<file path="config.mk">
export PLATFORM = sky130hd
export DESIGN_NAME = sfp_port
export DESIGN_NICKNAME = d
export VERILOG_FILES = /design/src/sfp_pkg.sv /design/src/sfp_port.sv
export SDC_FILE = /design/constraint.sdc
export NUM_CORES = 1
export LEC_CHECK = 0
export BUFFER_PORTS_ARGS = -buffer_cell sky130_fd_sc_hd__buf_2
export CAP_MARGIN = 20
export CORE_UTILIZATION = 48
export DETAILED_ROUTE_END_ITERATION = 8
export HOLD_SLACK_MARGIN = 0.02
export PLACE_DENSITY = 0.75
export SLEW_MARGIN = 40
export SYNTH_ARGS = -nofsm -noshare
export SYNTH_HDL_FRONTEND = slang
export SYNTH_SLANG_ARGS = --single-unit
</file>
<file path="constraint.sdc">
create_clock -name i_clock -period 1.6 [get_ports i_clock]
set_input_delay 0.08 -clock i_clock [delete_from_list [all_inputs] [get_ports i_clock]]
set_output_delay 0.08 -clock i_clock [all_outputs]
set_load 0.05 [all_outputs]
</file>
<file path="src/sfp_pkg.sv">
// Constants and types shared by the synchronous byte-wide FIFO port.
// Assumes a 100 MHz system clock and plain SystemVerilog tools.
package sfp_pkg;

  // ****************************************************************
  // Clocking
  // ****************************************************************
  localparam int unsigned CLOCK_HZ = 100_000_000;
  localparam int unsigned LINK_CLOCK_HZ = 60_000_000;
  localparam int unsigned SYNC_LATENCY = 2;
  localparam int unsigned LINK_HALF_RAW = CLOCK_HZ / (2 * LINK_CLOCK_HZ);
  localparam int unsigned LINK_HALF_CYCLES =
      (LINK_HALF_RAW > SYNC_LATENCY) ? LINK_HALF_RAW : SYNC_LATENCY;

  // ****************************************************************
  // Data path
  // ****************************************************************
  localparam int unsigned DATA_WIDTH = 8;
  localparam int unsigned BUF_DEPTH = 2;

  // ****************************************************************
  // Types
  // ****************************************************************
  typedef struct packed {
    logic rd_n;
    logic wr_n;
    logic oe_n;
    logic wake_n;
    logic [DATA_WIDTH-1:0] data;
  } sfp_pins_t;

  localparam sfp_pins_t PINS_RESET = 12'hF00;

  typedef enum logic [1:0] {
    ST_OFF = 2'h1,
    ST_SYNC = 2'h2
  } sfp_state_t;

endpackage

</file>
<file path="src/sfp_port.sv">
// Synchronous byte-wide FIFO port of channel A, with its two-entry buffers.
// Assumes the USB side moves bytes on valid/ready streams in this clock domain.

// ****************************************************************
// Two-entry buffer
// ****************************************************************
module sfp_buffer #(
  parameter int unsigned WIDTH = 8,
  parameter int unsigned DEPTH = 2
) (
  input wire logic i_clock,
  input wire logic i_rst_n,
  input wire logic i_in_valid,
  output logic o_in_ready,
  input wire logic [WIDTH-1:0] i_in_data,
  output logic o_out_valid,
  input wire logic i_out_ready,
  output logic [WIDTH-1:0] o_out_data,
  output logic [$clog2(DEPTH+1)-1:0] o_count
);
  localparam int unsigned PW = (DEPTH > 1) ? $clog2(DEPTH) : 1;
  localparam int unsigned CW = $clog2(DEPTH + 1);

  if (DEPTH < 2) begin : g_bad_depth
    $error("Buffer depth must be at least two.");
  end

  logic [WIDTH-1:0] mem [DEPTH];
  logic [PW-1:0] wr_ptr, rd_ptr, next_wr_ptr, next_rd_ptr;
  logic [CW-1:0] count, next_count;
  logic push, pop;

  always_comb begin
    o_in_ready = (count != CW'(DEPTH));
    o_out_valid = (count != '0);
    o_out_data = mem[rd_ptr];
    o_count = count;
    push = i_in_valid && o_in_ready;
    pop = o_out_valid && i_out_ready;
    next_wr_ptr = wr_ptr;
    next_rd_ptr = rd_ptr;
    next_count = count;
    if (push) begin
      next_wr_ptr = (wr_ptr == PW'(DEPTH - 1)) ? '0 : wr_ptr + 1'b1;
    end
    if (pop) begin
      next_rd_ptr = (rd_ptr == PW'(DEPTH - 1)) ? '0 : rd_ptr + 1'b1;
    end
    if (push && !pop) begin
      next_count = count + 1'b1;
    end else if (pop && !push) begin
      next_count = count - 1'b1;
    end
  end

  always_ff @(posedge i_clock or negedge i_rst_n) begin
    if (!i_rst_n) begin
      wr_ptr <= '0;
      rd_ptr <= '0;
      count <= '0;
    end else begin
      wr_ptr <= next_wr_ptr;
      rd_ptr <= next_rd_ptr;
      count <= next_count;
    end
  end

  always_ff @(posedge i_clock) begin
    if (push) begin
      mem[wr_ptr] <= i_in_data;
    end
  end
endmodule // sfp_buffer

// ****************************************************************
// FIFO port
// ****************************************************************
// What this block does
// - Sync FIFO mode starts only after port A is configured and a mode command arrives.
// - Second channel is disabled while sync FIFO mode is active.
// - Every byte is sampled or launched on the rising edge of the link clock.
// - Device drives the link clock; far side works synchronously to it.
// - Data bus is input unless sync FIFO mode is active and the far side holds output enable low.
// - Receive flag is low only while a received byte waits to be read.
// - A byte goes out on each edge with receive flag and read strobe low.
// - Transmit flag is low only while a further byte can be accepted.
// - A byte comes in on each edge with transmit flag and write strobe low.
// - Current byte waits on the bus; low read strobe advances it every clock until it rises or the receive flag goes high.
// - Low write strobe captures one byte per clock until it rises or the transmit flag goes high.
// - Wake strobe while suspended with remote wake enabled requests a resume.
// - Wake strobe in normal operation flushes pending transmit data on next IN.
// - Powered flag is low when configured and awake, high otherwise.
module sfp_port
  import sfp_pkg::*;
#(
  parameter int unsigned LINK_HALF = LINK_HALF_CYCLES,
  parameter int unsigned DEPTH = BUF_DEPTH
) (
  input wire logic i_clock,
  input wire logic i_resetn,
  input wire logic i_cfg_port_a_fifo,
  input wire logic i_mode_cmd,
  input wire logic i_mode_cmd_sync,
  output logic o_sync_fifo_active,
  output logic o_channel_b_enable,
  input wire logic i_usb_configured,
  input wire logic i_usb_suspended,
  input wire logic i_remote_wake_en,
  output logic o_powered_config_n,
  output logic o_resume_req,
  output logic o_send_now,
  input wire logic i_rx_valid,
  input wire logic [DATA_WIDTH-1:0] i_rx_data,
  output logic o_rx_ready,
  output logic o_tx_valid,
  output logic [DATA_WIDTH-1:0] o_tx_data,
  input wire logic i_tx_ready,
  output logic o_fifo_clock_out,
  output logic o_rx_data_avail_n,
  output logic o_tx_space_avail_n,
  input wire logic i_read_strobe_n,
  input wire logic i_write_strobe_n,
  input wire logic i_bus_output_enable_n,
  input wire logic i_send_now_wake,
  input wire logic [DATA_WIDTH-1:0] i_port_a_data_bus,
  output logic [DATA_WIDTH-1:0] o_port_a_data_bus,
  output logic [DATA_WIDTH-1:0] o_port_a_data_bus_oe
);
  localparam int unsigned DW = (LINK_HALF > 1) ? $clog2(LINK_HALF) : 1;
  localparam int unsigned CW = $clog2(DEPTH + 1);

  if (LINK_HALF < SYNC_LATENCY) begin : g_bad_half
    $error("Link half period must cover the input synchroniser.");
  end

  // ****************************************************************
  // Reset release and pin synchronisers
  // ****************************************************************
  logic rst_meta, rst_n;
  sfp_pins_t pin_meta, pin_sync;
  logic wake_prev;

  always_ff @(posedge i_clock or negedge i_resetn) begin
    if (!i_resetn) begin
      rst_meta <= 1'b0;
      rst_n <= 1'b0;
    end else begin
      rst_meta <= 1'b1;
      rst_n <= rst_meta;
    end
  end

  always_ff @(posedge i_clock or negedge rst_n) begin
    if (!rst_n) begin
      pin_meta <= PINS_RESET;
      pin_sync <= PINS_RESET;
      wake_prev <= 1'b1;
    end else begin
      pin_meta <= {i_read_strobe_n, i_write_strobe_n, i_bus_output_enable_n,
                   i_send_now_wake, i_port_a_data_bus};
      pin_sync <= pin_meta;
      wake_prev <= pin_sync.wake_n;
    end
  end

  // ****************************************************************
  // Link clock divider
  // ****************************************************************
  logic [DW-1:0] div_cnt, next_div_cnt;
  logic link_clk, next_link_clk, rise_en;

  always_comb begin
    next_div_cnt = div_cnt + 1'b1;
    next_link_clk = link_clk;
    rise_en = 1'b0;
    if (div_cnt == DW'(LINK_HALF - 1)) begin
      next_div_cnt = '0;
      next_link_clk = !link_clk;
      rise_en = !link_clk;
    end
  end

  always_ff @(posedge i_clock or negedge rst_n) begin
    if (!rst_n) begin
      div_cnt <= '0;
      link_clk <= 1'b0;
    end else begin
      div_cnt <= next_div_cnt;
      link_clk <= next_link_clk;
    end
  end

  assign o_fifo_clock_out = link_clk;

  // ****************************************************************
  // Buffers
  // ****************************************************************
  logic rx_buf_valid, rx_pop, tx_push, tx_in_ready;
  logic [DATA_WIDTH-1:0] rx_buf_data;
  logic [CW-1:0] tx_count;

  sfp_buffer #(.WIDTH(DATA_WIDTH), .DEPTH(DEPTH)) u_rx_buf (
    .i_clock(i_clock),
    .i_rst_n(rst_n),
    .i_in_valid(i_rx_valid),
    .o_in_ready(o_rx_ready),
    .i_in_data(i_rx_data),
    .o_out_valid(rx_buf_valid),
    .i_out_ready(rx_pop),
    .o_out_data(rx_buf_data),
    .o_count()
  );

  sfp_buffer #(.WIDTH(DATA_WIDTH), .DEPTH(DEPTH)) u_tx_buf (
    .i_clock(i_clock),
    .i_rst_n(rst_n),
    .i_in_valid(tx_push),
    .o_in_ready(tx_in_ready),
    .i_in_data(pin_sync.data),
    .o_out_valid(o_tx_valid),
    .i_out_ready(i_tx_ready),
    .o_out_data(o_tx_data),
    .o_count(tx_count)
  );

  // ****************************************************************
  // Mode, flags and data
  // ****************************************************************
  sfp_state_t state, next_state;
  logic active, rx_take, rx_load;
  logic rx_avail_n, next_rx_avail_n, tx_avail_n, next_tx_avail_n;
  logic [DATA_WIDTH-1:0] shown, next_shown;
  logic [CW:0] tx_fill;

  always_comb begin
    active = (state == ST_SYNC);
    next_state = state;
    case (state)
      ST_OFF: begin
        if (i_mode_cmd && i_mode_cmd_sync && i_cfg_port_a_fifo) begin
          next_state = ST_SYNC;
        end
      end
      ST_SYNC: begin
        if ((i_mode_cmd && !i_mode_cmd_sync) || !i_cfg_port_a_fifo) begin
          next_state = ST_OFF;
        end
      end
      default: next_state = ST_OFF;
    endcase
    rx_take = rise_en && active && !rx_avail_n && !pin_sync.rd_n;
    rx_load = rise_en && active && (rx_take || rx_avail_n);
    rx_pop = rx_load && rx_buf_valid;
    tx_push = rise_en && active && !tx_avail_n && !pin_sync.wr_n;
    tx_fill = (CW + 1)'(tx_count) + (CW + 1)'(tx_push);
    next_shown = rx_pop ? rx_buf_data : shown;
    next_rx_avail_n = rx_avail_n;
    next_tx_avail_n = tx_avail_n;
    if (!active) begin
      next_rx_avail_n = 1'b1;
      next_tx_avail_n = 1'b1;
    end else if (rise_en) begin
      if (rx_load) begin
        next_rx_avail_n = !rx_buf_valid;
      end
      next_tx_avail_n = (tx_fill >= (CW + 1)'(DEPTH));
    end
  end

  always_ff @(posedge i_clock or negedge rst_n) begin
    if (!rst_n) begin
      state <= ST_OFF;
      rx_avail_n <= 1'b1;
      tx_avail_n <= 1'b1;
      shown <= '0;
    end else begin
      state <= next_state;
      rx_avail_n <= next_rx_avail_n;
      tx_avail_n <= next_tx_avail_n;
      shown <= next_shown;
    end
  end

  assign o_sync_fifo_active = active;
  assign o_channel_b_enable = !active;
  assign o_rx_data_avail_n = rx_avail_n;
  assign o_tx_space_avail_n = tx_avail_n;
  assign o_port_a_data_bus = shown;
  assign o_port_a_data_bus_oe = {DATA_WIDTH{active && !pin_sync.oe_n}};

  // ****************************************************************
  // Power flag and wake strobe
  // ****************************************************************
  logic pwr_n, next_pwr_n, resume, next_resume, flush, next_flush, wake_fall;

  always_comb begin
    wake_fall = wake_prev && !pin_sync.wake_n;
    next_pwr_n = !(i_usb_configured && !i_usb_suspended);
    next_resume = wake_fall && i_usb_suspended && i_remote_wake_en;
    next_flush = wake_fall && !pwr_n;
  end

  always_ff @(posedge i_clock or negedge rst_n) begin
    if (!rst_n) begin
      pwr_n <= 1'b1;
      resume <= 1'b0;
      flush <= 1'b0;
    end else begin
      pwr_n <= next_pwr_n;
      resume <= next_resume;
      flush <= next_flush;
    end
  end

  assign o_powered_config_n = pwr_n;
  assign o_resume_req = resume;
  assign o_send_now = flush;
endmodule // sfp_port

</file>
==> impl_metrics.py <==
metrics = {
    "placement": {
        "gp_routability_congestion": 0.714,
        "hpwlAfterDp_um": 3090,
        "dp.cells": 312,
        "port_buffers": 63,
        "pre_cts_slack_ns": -0.135,
    },
    "floorplanning": {
        "dieArea_um2": 6510,
        "core-area_um2": 5960,
        "boundaryPins": 64,
        "initial_core_util": 0.499,
        "die_y_um": 80.7,
        "die_w_um": 80.7,
        "rows": 28,
    },
    "synthesis": {
        "synth_xor_area_frac": 0.0324,
        "yosysWarnings": 0,
        "muxShareOfSynthArea": 0.0909,
        "syn_avg_cell_area_um2": 17.5,
        "ys_types": 30,
        "synth_ff_type": "dfrtp_1",
        "synthCells": 170,
        "synth-simple-area-share": 0.0505,
        "synth_top_family_by_area": "multiplexers",
        "synthArstFlopShare": 0.619,
        "synth_adder_area_share": 0.00841,
        "synth_seq_cells": 84,
        "synth_compound_area_frac": 0.0215,
        "syn-cell-area_um2": 2970,
        "synthesis.nets": 202,
        "seq_area_frac_synth": 0.766,
        "synth_edf_count": 32,
    },
    "critical_path": {
        "required_ns": 1.86,
        "crit_type": "flip-flop to flip-flop",
        "crit_path_frequent_cell": "buf_6",
        "slowest_stage": "dfstp_2",
        "crit_arrival_ns": 1.93,
        "worstPathMaxFanout": 2,
        "end_kind": "flip-flop",
        "path_cells": "nor2b_4 > buf_6 > buf_6 > o2111ai_4 > inv_2 > ha_4 > xor2_2 > nor2_1 > xnor2_1",
        "r2r_cells": 9,
        "rrSetupSlack_ns": -0.06,
        "slowest_delay_ns": 0.56,
        "r2r-start": "state[0]",
        "start_kind": "flip-flop",
        "timing.rr.end": "u_tx_buf.o_count[1]",
    },
    "sta": {
        "tns_ns": -0.109,
        "final.setup_skew_ns": 0.00654,
        "fmax_mhz": 602,
        "finalHoldViolations": 0,
        "setup_viol": 3,
        "min_period_ns": 1.66,
        "drv_slew": 0,
        "rsz0062_at_grt": "true",
        "period_share": 1.04,
        "setup_ws_ns": -0.0614,
    },
    "cts": {
        "cts_tree": "done",
        "cts_buffers": 9,
        "cts-root-buf": "clkbuf_8",
        "clk_path_buf_depth": 2,
        "clkLatencyLatePin_ns": 0.34,
        "clock-sinks": 84,
        "path_clk_slew_ns": 0.08,
        "h-tree-depth": 3,
    },
    "outcome": {
        "status": "finished, violations left",
        "violations": "setup timing",
    },
    "power": {
        "total_power_mw": 5.69,
        "power_density_nw_per_um2": 1400,
        "ir_worst_vdd_mv": 1.09,
        "p_leak_nw": 1.77,
    },
    "finish": {
        "multi_input_area_um2": 687,
        "syn_to_final_growth_pct": 36.9,
        "antennaDiodeCount": 0,
        "final_cell_mix": "57 x buf_2, 36 x dfrtp_1, 32 x edfxtp_1",
        "layout_commonest_cell": "buf_2",
        "post-route-util": 0.683,
        "nNetsFinal": 311,
        "regArea_um2": 2280,
        "drive_gt1_frac": 0.535,
        "fin_cells": 359,
        "fill_cells": 426,
    },
    "grt": {
        "grt_pass1_vias": 1777,
        "grt_max_degree": 31,
        "antenna_found_initial": 0,
        "grt_use_total": 0.168,
        "grt_pass1_wl_um": 7770,
        "grt-ovfl-total": 0,
    },
    "detailed_routing": {
        "viasPerCell": 4.59,
        "dr.pass1.iters": 4,
        "drt-total-wl_um": 4850,
        "num_vias": 1649,
        "wl_per_cell_um": 13.5,
        "drc": 0,
        "final_antenna_net_count": 0,
        "drtIter0Drc": 48,
    },
    "job": {
        "cap_violations": 0,
    },
    "min_path": {
        "min_path_type": "input pin to async pin",
    },
}
==> synth_stat cells, types with 2 or more instances <==
library cell | n | area [um2]
dfrtp_1 | 39 | 976
edfxtp_1 | 32 | 961
mux2_2 | 24 | 270
dfstp_2 | 13 | 342
nor2_1 | 8 | 30.0
buf_4 | 7 | 52.6
inv_1 | 6 | 22.5
xnor2_1 | 6 | 52.6
xor2_1 | 5 | 43.8
nand2b_1 | 4 | 25.0
nand2_1 | 3 | 11.3
and3_1 | 2 | 12.5
clkbuf_1 | 2 | 7.51
ha_1 | 2 | 25.0
nor3b_1 | 2 | 15.0
==> metrics by stage <==
stage,hold WS (ns),instance area [um2]
2_1_floorplan,-0.216,2990
4_1_cts,0.0243,3980
3_5_place_dp,-0.131,3440
5_1_grt,0.0258,4070
3_3_place_gp,-0.135,3440
6_report,0.0502,4070
==> state kept, by name, indices dropped and copies added, names as in the netlist, 2 cells and up <==
register	cells
pin_sync	12
u_rx_buf.mem	16
u_tx_buf.mem	16
u_tx_buf.o_count	2
u_rx_buf.o_count	2
state	2
pin_meta	12
o_port_a_data_bus	8
==> kinds of logic after synthesis <==
group,Yosys count
flops,84
simple gates,26
mux,24
buf+inv,16
xor+xnor,11
compound gates,6
fa+ha+maj,2
other cells,1
==> routing by layer <==
metal	routed length [um]	global-route usage	up-vias	part of all wire
met4	77	0.109	0	0.016
met5	0	0	-	0
met3	186	0.0364	6	0.038
met1	1980	0.178	803	0.41
met2	2610	0.302	41	0.54
li1	-	-	799	-
==> layout make-up <==
type	instances	share of cell area
clock inverter	4	0.0240
inverter	7	0.00769
multi-input combinational	70	0.169
clock buffer	12	0.0332
sequential	84	0.561
timing repair buffer	107	0.183
tap	75	0.0231
==> power by group <==
part	total [mW]	leakage (nW)	internal [mW]	switching [mW]
Clock	1.71	0.111	1.04	0.674
Sequential	2.72	0.911	2.52	0.202
Combinational	1.25	0.745	0.496	0.757
==> worst max-delay path, delay by kind of cell, from the launching register on <==
family | cells | cell delay [ns]
DFF | 1 | 0.56
buffers and inverters | 3 | 0.31
and+or+nand+nor | 2 | 0.20
xor gates and xnor gates | 2 | 0.26
adders and majority gates | 1 | 0.17
AOI/OAI and AO/OA | 1 | 0.10
==> what timing repair did <==
item	CTS	global route
hold endpoints to repair	35	0
endpoints found under the setup margin	22	36
setup buffers	1	3
pin swaps	6	6
hold buffers	27	0
gates resized for setup	10	15
==> worst max-delay path by stage <==
stage,startpoint,to,slack (ns),cells after the start
after global placement,o_fifo_clock_out,u_rx_buf.o_count[1],-0.03,6
after detailed placement,o_fifo_clock_out,u_rx_buf.o_count[1],-0.13,7
final,state[0],u_tx_buf.o_count[1],-0.06,9
after CTS,state[1],u_rx_buf.o_count[1],-0.12,8
after floorplan,state[0],o_port_a_data_bus_oe[1],-0.61,4
after global routing,state[0],u_tx_buf.o_count[1],-0.13,9
Power figures use the tool's default switching activity.
